==> src/ladder_node_pkg.sv <==
// Constants, field layout and decode enumerations for the ladder node decoder.
// Assumes node words arrive right-aligned: a narrow node sits in bits 15..0.
package ladder_node_pkg;

    // Node word geometry
    localparam int NODE_W = 24;
    localparam int OP5_W = 5;
    localparam int OP8_W = 8;
    localparam int Z_W = 3;
    localparam int PTR16_W = 11;
    localparam int PTR24_W = 16;
    localparam int CNT16_W = 8;
    localparam int CNT24_W = 13;

    // Field positions
    localparam int OP16_LSB = 11;
    localparam int OP24_LSB = 16;
    localparam int CNT_LSB = 3;
    localparam int Z_LSB = 0;
    localparam int PTR_LSB = 0;

    // Lowest five-bit code that carries a count instead of a pointer
    localparam logic [OP5_W-1:0] XFER_FMT_MIN = 5'h1C;
    // Narrow pointer space: registers below this word, discrete bits above
    localparam logic [PTR24_W-1:0] REG_LIMIT16 = 16'h0780;
    // Largest count allowed for one wide transfer
    localparam logic [CNT24_W-1:0] XFER_MAX24 = 13'h03E7;

    // Enable bits for loaded instruction versions
    localparam int LD_W = 5;
    localparam int LD_LOOP = 0;
    localparam int LD_TBL_FROM_BLK = 1;
    localparam int LD_BLK_FROM_TBL = 2;
    localparam int LD_MESSAGE = 3;
    localparam int LD_CHECKSUM = 4;

    // Reset values
    localparam logic [OP8_W-1:0] OPCODE_RST = 8'h00;
    localparam logic [PTR24_W-1:0] POINTER_RST = 16'h0000;
    localparam logic [CNT24_W-1:0] COUNT_RST = 13'h0000;

    typedef enum logic [2:0] {
        class_invalid = 3'b000,
        class_element = 3'b001,
        class_count_time = 3'b010,
        class_math = 3'b011,
        block_transfer_class = 3'b100,
        class_matrix = 3'b101,
        class_read_write = 3'b110,
        class_executive = 3'b111
    } op_class_t;

    typedef enum logic [5:0] {
        kind_invalid = 6'b000000, column_start_op = 6'b000001, network_start_op = 6'b000010,
        io_exchange_op = 6'b000011, null_element_op = 6'b000100, horiz_short_op = 6'b000101,
        contact_open_op = 6'b000110, contact_closed_op = 6'b000111,
        contact_rise_op = 6'b001000, contact_fall_op = 6'b001001,
        coil_plain_op = 6'b001010, coil_retentive_op = 6'b001011,
        skip_constant_op = 6'b001100, skip_register_op = 6'b001101,
        constant_store_op = 6'b001110, register_ref_op = 6'b001111,
        discrete_group_op = 6'b010000, down_counter_op = 6'b010001, up_counter_op = 6'b010010,
        timer_seconds_op = 6'b010011, timer_tenths_op = 6'b010100,
        timer_hundredths_op = 6'b010101, add_op = 6'b010110, subtract_op = 6'b010111,
        multiply_op = 6'b011000, divide_op = 6'b011001, reg_to_table_op = 6'b011010,
        table_to_reg_op = 6'b011011, table_to_table_op = 6'b011100, block_move_op = 6'b011101,
        queue_in_op = 6'b011110, queue_out_op = 6'b011111, table_search_op = 6'b100000,
        status_op = 6'b100001, matrix_and_op = 6'b100010, matrix_or_op = 6'b100011,
        matrix_compare_op = 6'b100100, bit_sense_op = 6'b100101, bit_modify_op = 6'b100110,
        complement_op = 6'b100111, matrix_xor_op = 6'b101000, bit_rotate_op = 6'b101001,
        read_transfer_op = 6'b101010, write_transfer_op = 6'b101011,
        ext_memory_write_op = 6'b101100, ext_memory_read_op = 6'b101101,
        loop_control_op = 6'b101110, subroutine_jump_op = 6'b101111, label_op = 6'b110000,
        return_op = 6'b110001, extended_math_op = 6'b110010, table_from_block_op = 6'b110011,
        checksum_op = 6'b110100, network_message_op = 6'b110101,
        block_from_table_op = 6'b110110
    } op_kind_t;

endpackage : ladder_node_pkg

==> src/node_fields_if.sv <==
// Carrier for split node fields between the decoder and its helpers.
// Assumes one clock domain; all members are combinational.
`timescale 1ns/1ps
interface node_fields_if;
    import ladder_node_pkg::*;
    logic wide;
    logic [OP8_W-1:0] opcode;
    logic [PTR24_W-1:0] pointer;
    logic [CNT24_W-1:0] count;
    logic count_format;
    logic over_limit;
    logic discrete_area;

    modport decoder (output wide, input opcode, pointer, count, count_format, over_limit,
        discrete_area);
    modport splitter (input wide, output opcode, pointer, count, count_format);
    modport limits (input wide, pointer, count, output over_limit, discrete_area);
endinterface : node_fields_if

==> src/node_field_split.sv <==
// Splits a raw node word into opcode, pointer and count fields.
// Assumes the node width select is stable while the word is presented.
`timescale 1ns/1ps
module node_field_split
    import ladder_node_pkg::*;
(
    node_fields_if.splitter f,
    input wire logic [NODE_W-1:0] node_word_i
);
    always_comb begin
        logic [OP5_W-1:0] op5;
        op5 = node_word_i[OP16_LSB +: OP5_W];
        f.count_format = 1'b0;
        if (f.wide) begin
            f.opcode = node_word_i[OP24_LSB +: OP8_W];
            f.pointer = node_word_i[PTR_LSB +: PTR24_W];
            f.count = node_word_i[CNT_LSB +: CNT24_W];
            f.count_format = (node_word_i[OP24_LSB +: OP5_W] >= XFER_FMT_MIN);
        end else begin
            f.count_format = (op5 >= XFER_FMT_MIN);
            if (f.count_format) begin
                f.opcode = {node_word_i[Z_LSB +: Z_W], op5};
            end else begin
                f.opcode = {{(OP8_W-OP5_W){1'b0}}, op5};
            end
            f.pointer = {{(PTR24_W-PTR16_W){1'b0}}, node_word_i[PTR_LSB +: PTR16_W]};
            f.count = {{(CNT24_W-CNT16_W){1'b0}}, node_word_i[CNT_LSB +: CNT16_W]};
        end
    end
endmodule : node_field_split

==> src/node_range_check.sv <==
// Range checks on split fields: pointer region and transfer count limit.
// Assumes fields come from the splitter in the same cycle.
`timescale 1ns/1ps
module node_range_check
    import ladder_node_pkg::*;
(
    node_fields_if.limits f
);
    always_comb begin
        f.discrete_area = !f.wide && (f.pointer >= REG_LIMIT16);
        f.over_limit = f.wide && (f.count > XFER_MAX24);
    end
endmodule : node_range_check

==> src/ladder_node_opcode_decoder.sv <==
// Node word decoder: classifies each ladder node and presents its operand.
// Assumes node words are synchronous to mclk_i and one decode per valid.
`timescale 1ns/1ps

// Operation
// - Narrow node: top five bits are opcode
// - Wide node: top eight bits are opcode
// - Narrow elements: low eleven bits are pointer
// - Wide elements: low sixteen bits are pointer
// - Narrow pointer: registers, then discrete words
// - Codes 00-07: column, network, exchange, null, short
// - Codes 08-0D: contacts and coils
// - Codes 0E-12: skips, storage, references
// - Codes 13-17: counters and timers
// - Codes 18-1B: add, subtract, multiply, divide
// - Wide element opcode is narrow code zero-extended
// - Narrow 1C-1F: low node bits extend opcode
// - Wide transfer: top bits select, echo ignored
// - Transfer opcodes 1C through FC
// - Matrix opcodes 1D through FD
// - Read, write; extended memory on one variant
// - Transfer middle bits are register count
// - Narrow transfer count is eight bits
// - Wide count thirteen bits, above 999 flagged
// - Executive extras 5E through FE when present
// - Code BF: messaging with peer, else checksum
// - Loaded versions use resident opcodes
// - Opcode table is fixed, not reprogrammable
module ladder_node_opcode_decoder
    import ladder_node_pkg::*;
(
    input wire logic mclk_i,
    input wire logic reset_i,
    input wire logic node_valid_i,
    input wire logic [NODE_W-1:0] node_word_i,
    input wire logic wide_node_i,
    input wire logic exec_extras_en_i,
    input wire logic peer_network_i,
    input wire logic ext_memory_en_i,
    input wire logic [LD_W-1:0] loaded_en_i,
    output logic decode_valid_o,
    output logic node_wide_o,
    output logic [OP8_W-1:0] opcode_o,
    output op_class_t op_class_o,
    output op_kind_t op_kind_o,
    output logic [PTR24_W-1:0] pointer_o,
    output logic pointer_valid_o,
    output logic discrete_area_o,
    output logic [CNT24_W-1:0] xfer_count_o,
    output logic count_valid_o,
    output logic count_over_limit_o,
    output logic invalid_opcode_o
);

    typedef struct packed {
        logic valid;
        logic wide;
        logic [OP8_W-1:0] opcode;
        op_class_t op_class;
        op_kind_t kind;
        logic [PTR24_W-1:0] pointer;
        logic pointer_valid;
        logic discrete;
        logic [CNT24_W-1:0] count;
        logic count_valid;
        logic over_limit;
        logic invalid;
    } dec_state_t;

    dec_state_t st_r;
    dec_state_t st_nxt;
    node_fields_if fields ();

    assign fields.wide = wide_node_i;

    node_field_split u_split (
        .f (fields.splitter),
        .node_word_i (node_word_i)
    );

    node_range_check u_check (
        .f (fields.limits)
    );

    // Fixed opcode table; only enables can hide an entry
    function automatic op_kind_t decode_kind(
        input logic [OP8_W-1:0] op,
        input logic extras,
        input logic peer,
        input logic extmem,
        input logic [LD_W-1:0] loaded
    );
        op_kind_t k;
        k = kind_invalid;
        case (op)
            8'h00, 8'h01, 8'h02, 8'h03: k = column_start_op;
            8'h04: k = network_start_op;
            8'h05: k = io_exchange_op;
            8'h06: k = null_element_op;
            8'h07: k = horiz_short_op;
            8'h08: k = contact_open_op;
            8'h09: k = contact_closed_op;
            8'h0A: k = contact_rise_op;
            8'h0B: k = contact_fall_op;
            8'h0C: k = coil_plain_op;
            8'h0D: k = coil_retentive_op;
            8'h0E: k = skip_constant_op;
            8'h0F: k = skip_register_op;
            8'h10: k = constant_store_op;
            8'h11: k = register_ref_op;
            8'h12: k = discrete_group_op;
            8'h13: k = down_counter_op;
            8'h14: k = up_counter_op;
            8'h15: k = timer_seconds_op;
            8'h16: k = timer_tenths_op;
            8'h17: k = timer_hundredths_op;
            8'h18: k = add_op;
            8'h19: k = subtract_op;
            8'h1A: k = multiply_op;
            8'h1B: k = divide_op;
            8'h1C: k = reg_to_table_op;
            8'h3C: k = table_to_reg_op;
            8'h5C: k = table_to_table_op;
            8'h7C: k = block_move_op;
            8'h9C: k = queue_in_op;
            8'hBC: k = queue_out_op;
            8'hDC: k = table_search_op;
            8'hFC: k = status_op;
            8'h1D: k = matrix_and_op;
            8'h3D: k = matrix_or_op;
            8'h5D: k = matrix_compare_op;
            8'h7D: k = bit_sense_op;
            8'h9D: k = bit_modify_op;
            8'hBD: k = complement_op;
            8'hDD: k = matrix_xor_op;
            8'hFD: k = bit_rotate_op;
            8'h1E: k = read_transfer_op;
            8'h3E: k = write_transfer_op;
            8'h7E: k = extmem ? ext_memory_write_op : kind_invalid;
            8'h9E: k = extmem ? ext_memory_read_op : kind_invalid;
            8'h5E: k = (extras || loaded[LD_LOOP]) ? loop_control_op : kind_invalid;
            8'hDE: k = extras ? subroutine_jump_op : kind_invalid;
            8'hBE: k = extras ? label_op : kind_invalid;
            8'hFE: k = extras ? return_op : kind_invalid;
            8'h7F: k = extras ? extended_math_op : kind_invalid;
            8'h9F: begin
                k = (extras || loaded[LD_TBL_FROM_BLK]) ? table_from_block_op : kind_invalid;
            end
            8'hDF: begin
                k = (extras || loaded[LD_BLK_FROM_TBL]) ? block_from_table_op : kind_invalid;
            end
            8'hBF: begin
                if (peer) begin
                    k = (extras || loaded[LD_MESSAGE]) ? network_message_op : kind_invalid;
                end else begin
                    k = (extras || loaded[LD_CHECKSUM]) ? checksum_op : kind_invalid;
                end
            end
            default: k = kind_invalid;
        endcase
        return k;
    endfunction : decode_kind

    function automatic op_class_t class_of(input op_kind_t k);
        op_class_t c;
        c = class_executive;
        if (k == kind_invalid) begin
            c = class_invalid;
        end else if (k <= discrete_group_op) begin
            c = class_element;
        end else if (k <= timer_hundredths_op) begin
            c = class_count_time;
        end else if (k <= divide_op) begin
            c = class_math;
        end else if (k <= status_op) begin
            c = block_transfer_class;
        end else if (k <= bit_rotate_op) begin
            c = class_matrix;
        end else if (k <= ext_memory_read_op) begin
            c = class_read_write;
        end
        return c;
    endfunction : class_of

    always_comb begin
        st_nxt = st_r;
        st_nxt.valid = node_valid_i;
        if (node_valid_i) begin
            st_nxt.wide = wide_node_i;
            st_nxt.opcode = fields.opcode;
            st_nxt.kind = decode_kind(fields.opcode, exec_extras_en_i, peer_network_i,
                ext_memory_en_i, loaded_en_i);
            st_nxt.op_class = class_of(st_nxt.kind);
            st_nxt.invalid = (st_nxt.kind == kind_invalid);
            st_nxt.count_valid = fields.count_format && !st_nxt.invalid;
            st_nxt.pointer_valid = !fields.count_format && !st_nxt.invalid;
            st_nxt.pointer = fields.count_format ? POINTER_RST : fields.pointer;
            st_nxt.count = fields.count_format ? fields.count : COUNT_RST;
            st_nxt.discrete = st_nxt.pointer_valid && fields.discrete_area;
            st_nxt.over_limit = st_nxt.count_valid && fields.over_limit;
        end
    end

    always_ff @(posedge mclk_i) begin
        if (reset_i) begin
            st_r <= '{valid: 1'b0, wide: 1'b0, opcode: OPCODE_RST, op_class: class_invalid,
                kind: kind_invalid, pointer: POINTER_RST, pointer_valid: 1'b0,
                discrete: 1'b0, count: COUNT_RST, count_valid: 1'b0, over_limit: 1'b0,
                invalid: 1'b0};
        end else begin
            st_r <= st_nxt;
        end
    end

    assign decode_valid_o = st_r.valid;
    assign node_wide_o = st_r.wide;
    assign opcode_o = st_r.opcode;
    assign op_class_o = st_r.op_class;
    assign op_kind_o = st_r.kind;
    assign pointer_o = st_r.pointer;
    assign pointer_valid_o = st_r.pointer_valid;
    assign discrete_area_o = st_r.discrete;
    assign xfer_count_o = st_r.count;
    assign count_valid_o = st_r.count_valid;
    assign count_over_limit_o = st_r.over_limit;
    assign invalid_opcode_o = st_r.invalid;
endmodule : ladder_node_opcode_decoder

==> config.mk <==
export PLATFORM = sky130hd
export DESIGN_NAME = ladder_node_opcode_decoder
export DESIGN_NICKNAME = d
export VERILOG_FILES = /design/src/ladder_node_pkg.sv /design/src/node_fields_if.sv /design/src/node_field_split.sv /design/src/node_range_check.sv /design/src/ladder_node_opcode_decoder.sv
export SDC_FILE = /design/constraint.sdc
export NUM_CORES = 1
export LEC_CHECK = 0
export BUFFER_PORTS_ARGS = -buffer_cell sky130_fd_sc_hd__buf_2
export CAP_MARGIN = 25
export CORE_MARGIN = 2
export CORE_UTILIZATION = 49
export CTS_BUF_LIST = sky130_fd_sc_hd__clkbuf_8
export CTS_CLUSTER_SIZE = 30
export DETAILED_ROUTE_END_ITERATION = 6
export GPL_TIMING_DRIVEN = 0
export PLACE_DENSITY = 0.79
export REMOVE_ABC_BUFFERS = 1
export SYNTH_ARGS = -nofsm -noshare
export SYNTH_HDL_FRONTEND = slang
export SYNTH_SLANG_ARGS = --single-unit
==> constraint.sdc <==
create_clock -name mclk_i -period 2.54 [get_ports mclk_i]
set_input_delay 0.254 -clock mclk_i [delete_from_list [all_inputs] [get_ports mclk_i]]
set_output_delay 0.254 -clock mclk_i [all_outputs]
set_load 0.1 [all_outputs]
==> run metrics <==
Via density=6.128; Hold Vio Cnt, Final=0; failing checks=negative setup slack; Die Y=82.82 um; Core Area=5956 um2; crit-path cells=buf_12 > and4b_4 > buf_6 > a32o_2 > o2111ai_2 > o211ai_1 > a2111oi_2 > nand2b_1 > or3_4 > mux2_4 > nor2_2; initial antenna violation count=0; Routed Antenna Nets=0; post-synthesis async set-or-reset flop share=0%; commonest non-fill, non-tap cell in the layout=buf_2; CP max-delay cell=a2111oi_2; die area=6859 um2; Diodes inserted=0; Final Max Tran Viols=0; outcome=finished, violations left; Seq cells post-synth=53; worst skew pair latency=0.30 ns; CP startpoint kind=primary input; Crit path largest cell delay=0.43 ns; Yosys warnings=0; Total Power=2.094 mW; register area share after synthesis=34.85%; clock sink count=53; Flop pwr share=42.5%; Longest Clk Path Bufs=2; relative slew slack=39.46%; DIE WIDTH=82.82 um; clk_skew=0 ns; Clk Tree Root Cell=clkbuf_8; Mapped Cells=372; fmax=389.4 MHz; Leak=1.690 nW; Buf+Inv Stages, Crit Path=2; reg-to-reg slack, setup=1.75 ns; cell area after synthesis=3044 um2; WL/cell=16.87 um; DR DRC count=0; P_sw=0.8349 mW; Max IR drop VDD=0.3450 mV; Initial Utilization=51.11%; final hold slack=0.1906 ns; crit path max fanout=8; Main synth FF type=dfxtp_1; Setup TNS Final=-0.02781 ns; Synth area leader=dfxtp_1; final period utilization=101.1%; final worst slack=-0.02781 ns; drt initial violations=283; RD Place Congestion=0.9471; vias in the first global route=2,894; Top Ports=89; layout cell share with drive strength beyond 1=31.07%; most frequent cells in the layout=buf_2, dfxtp_1, nor2_1, a21oi_1, nand2b_1; fin crit period=2.568 ns; Post-synth EDFFs=0; # setup viols final=1; kind of critical path=primary input to register; Final Util=65.08%; Slew @ Worst Pin=0.9047 ns; TritonCTS clock tree=yes; DRT Wirelength=8.976 mm; Area Overhead vs Synth=27.33%; syn_area_per_cell=8.183 um2; clock power share=22.9%; pwr dens=540.1 nW/um2; Max Cap Viol=0; CTS H-tree depth=2; Num CTS Buffers=5; count of different cell masters after synthesis=63; Total GRT Usage=24.56%; Worst EP arrival=2.82 ns; nets=492; sw frac=39.88%; hold buffers post-CTS=0; largest net degree at the start of global routing=63; RSZ-0062 raised after global routing=true; Overflow after GRT=0; Combinational Power Share=34.6%; worst hold path class=primary input to register; top cells by area, synth=dfxtp_1, nand2b_1, a21oi_1; WP data required=2.79 ns; PortBufs=88; first-pass GRT wire length=14.34 mm; Int Power=1.259 mW; first drt pass iteration count=5; Finished Layout Cells=532; Clk pin slew, worst setup/hold paths=0.10 ns; share of the synthesized area in the top cell type=34.85%; family with the most delay on the worst path=compound AO/OA/AOI/OAI gates; FP Rows=28; critical path endpoint category=register; routed vias=3,260; # placed instances=504; post-DP HPWL=6.029 mm
## power groups by stage
stage / clock (mW) / sequential [mW] / combinational, mW
2_1_floorplan: 0 / 1.19 / 0.192
3_3_place_gp: 0 / 0.907 / 0.655
3_5_place_dp: 0 / 0.909 / 0.663
4_1_cts: 0.493 / 0.890 / 0.682
5_1_grt: 0.519 / 0.895 / 0.762
6_report: 0.480 / 0.890 / 0.724
## area by class of cell
cell class	count	area [um2]
inverters	7	26.28
clock buffers	5	68.82
fillers	515	2079
clock inverters	3	17.52
repair buffers	109	716.9
multi-input cells	280	1892
flip-flops and latches	53	1061
well taps	75	93.84
## synthesized netlist by cell type, types with 2 or more instances
master,count
nor2_1,33
a31oi_1,4
nand3_1,25
o21ai_0,11
a21o_1,4
nand4b_1,3
a32o_1,4
a21boi_0,2
o211ai_1,4
dfxtp_1,53
o2111ai_1,2
clkbuf_1,21
nand4_1,8
a211oi_1,15
mux2_2,2
buf_6,3
nor4_4,2
or3_1,2
and2_1,2
a32oi_1,2
nand2b_1,28
nand2_1,22
inv_1,7
nor4_1,3
mux2i_2,2
a21oi_1,33
nor2b_1,6
nor3_1,5
mux2i_1,6
a211o_1,3
o22ai_1,2
buf_2,7
a22oi_1,7
o21ai_1,2
nand3b_1,3
a41oi_1,2
a22o_1,6
## logic make-up after synthesis
| group | Yosys count | synth area share, % |
|---|---|---|
| AOI/OAI and AO/OA | 115 | 26.31 |
| buffers and inverters | 39 | 5.960 |
| DFF | 53 | 34.85 |
| muxes | 11 | 4.110 |
| and+or+nand+nor | 154 | 28.77 |
## registers in the layout, summed over array words and instances (netlist names)
name,count
op_kind_o,6
count_valid_o,1
discrete_area_o,1
decode_valid_o,1
pointer_valid_o,1
invalid_opcode_o,1
pointer_o,16
op_class_o,3
count_over_limit_o,1
node_wide_o,1
opcode_o,8
xfer_count_o,13
## routing by layer
metal	global-route usage (%)	share of wire (%)	vias up	wire, um
met1	34.00	43	1539	3894
met2	39.88	48	158	4305
li1	-	-	1550	-
met3	4.076	7.3	13	658
met4	6.408	1.3	0	117
met5	0	0	-	0
## stage by stage
stage          area (um2)  setup WS (ns)
2_1_floorplan        2889       -0.05396
3_3_place_gp         3423         -1.021
3_5_place_dp         3443         -1.002
4_1_cts              3664       0.005870
5_1_grt              3876       -0.09388
6_report             3876       -0.02781
## final timing paths
path	startpoint	to	cells after the start
max reg2reg	invalid_opcode_o	invalid_opcode_o	3
min reg2reg	op_class_o[2]	op_class_o[2]	1
min	node_word_i[15]	xfer_count_o[12]	2
max	node_word_i[15]	invalid_opcode_o	11
## repair_timing
item,4_1_cts,5_1_grt
buffers inserted,8,10
gates resized for setup,18,18
pin swaps,7,9
endpoints found under the setup margin,8,7
gates cloned,0,2
Note: power is estimated with default switching activity, not from simulation.
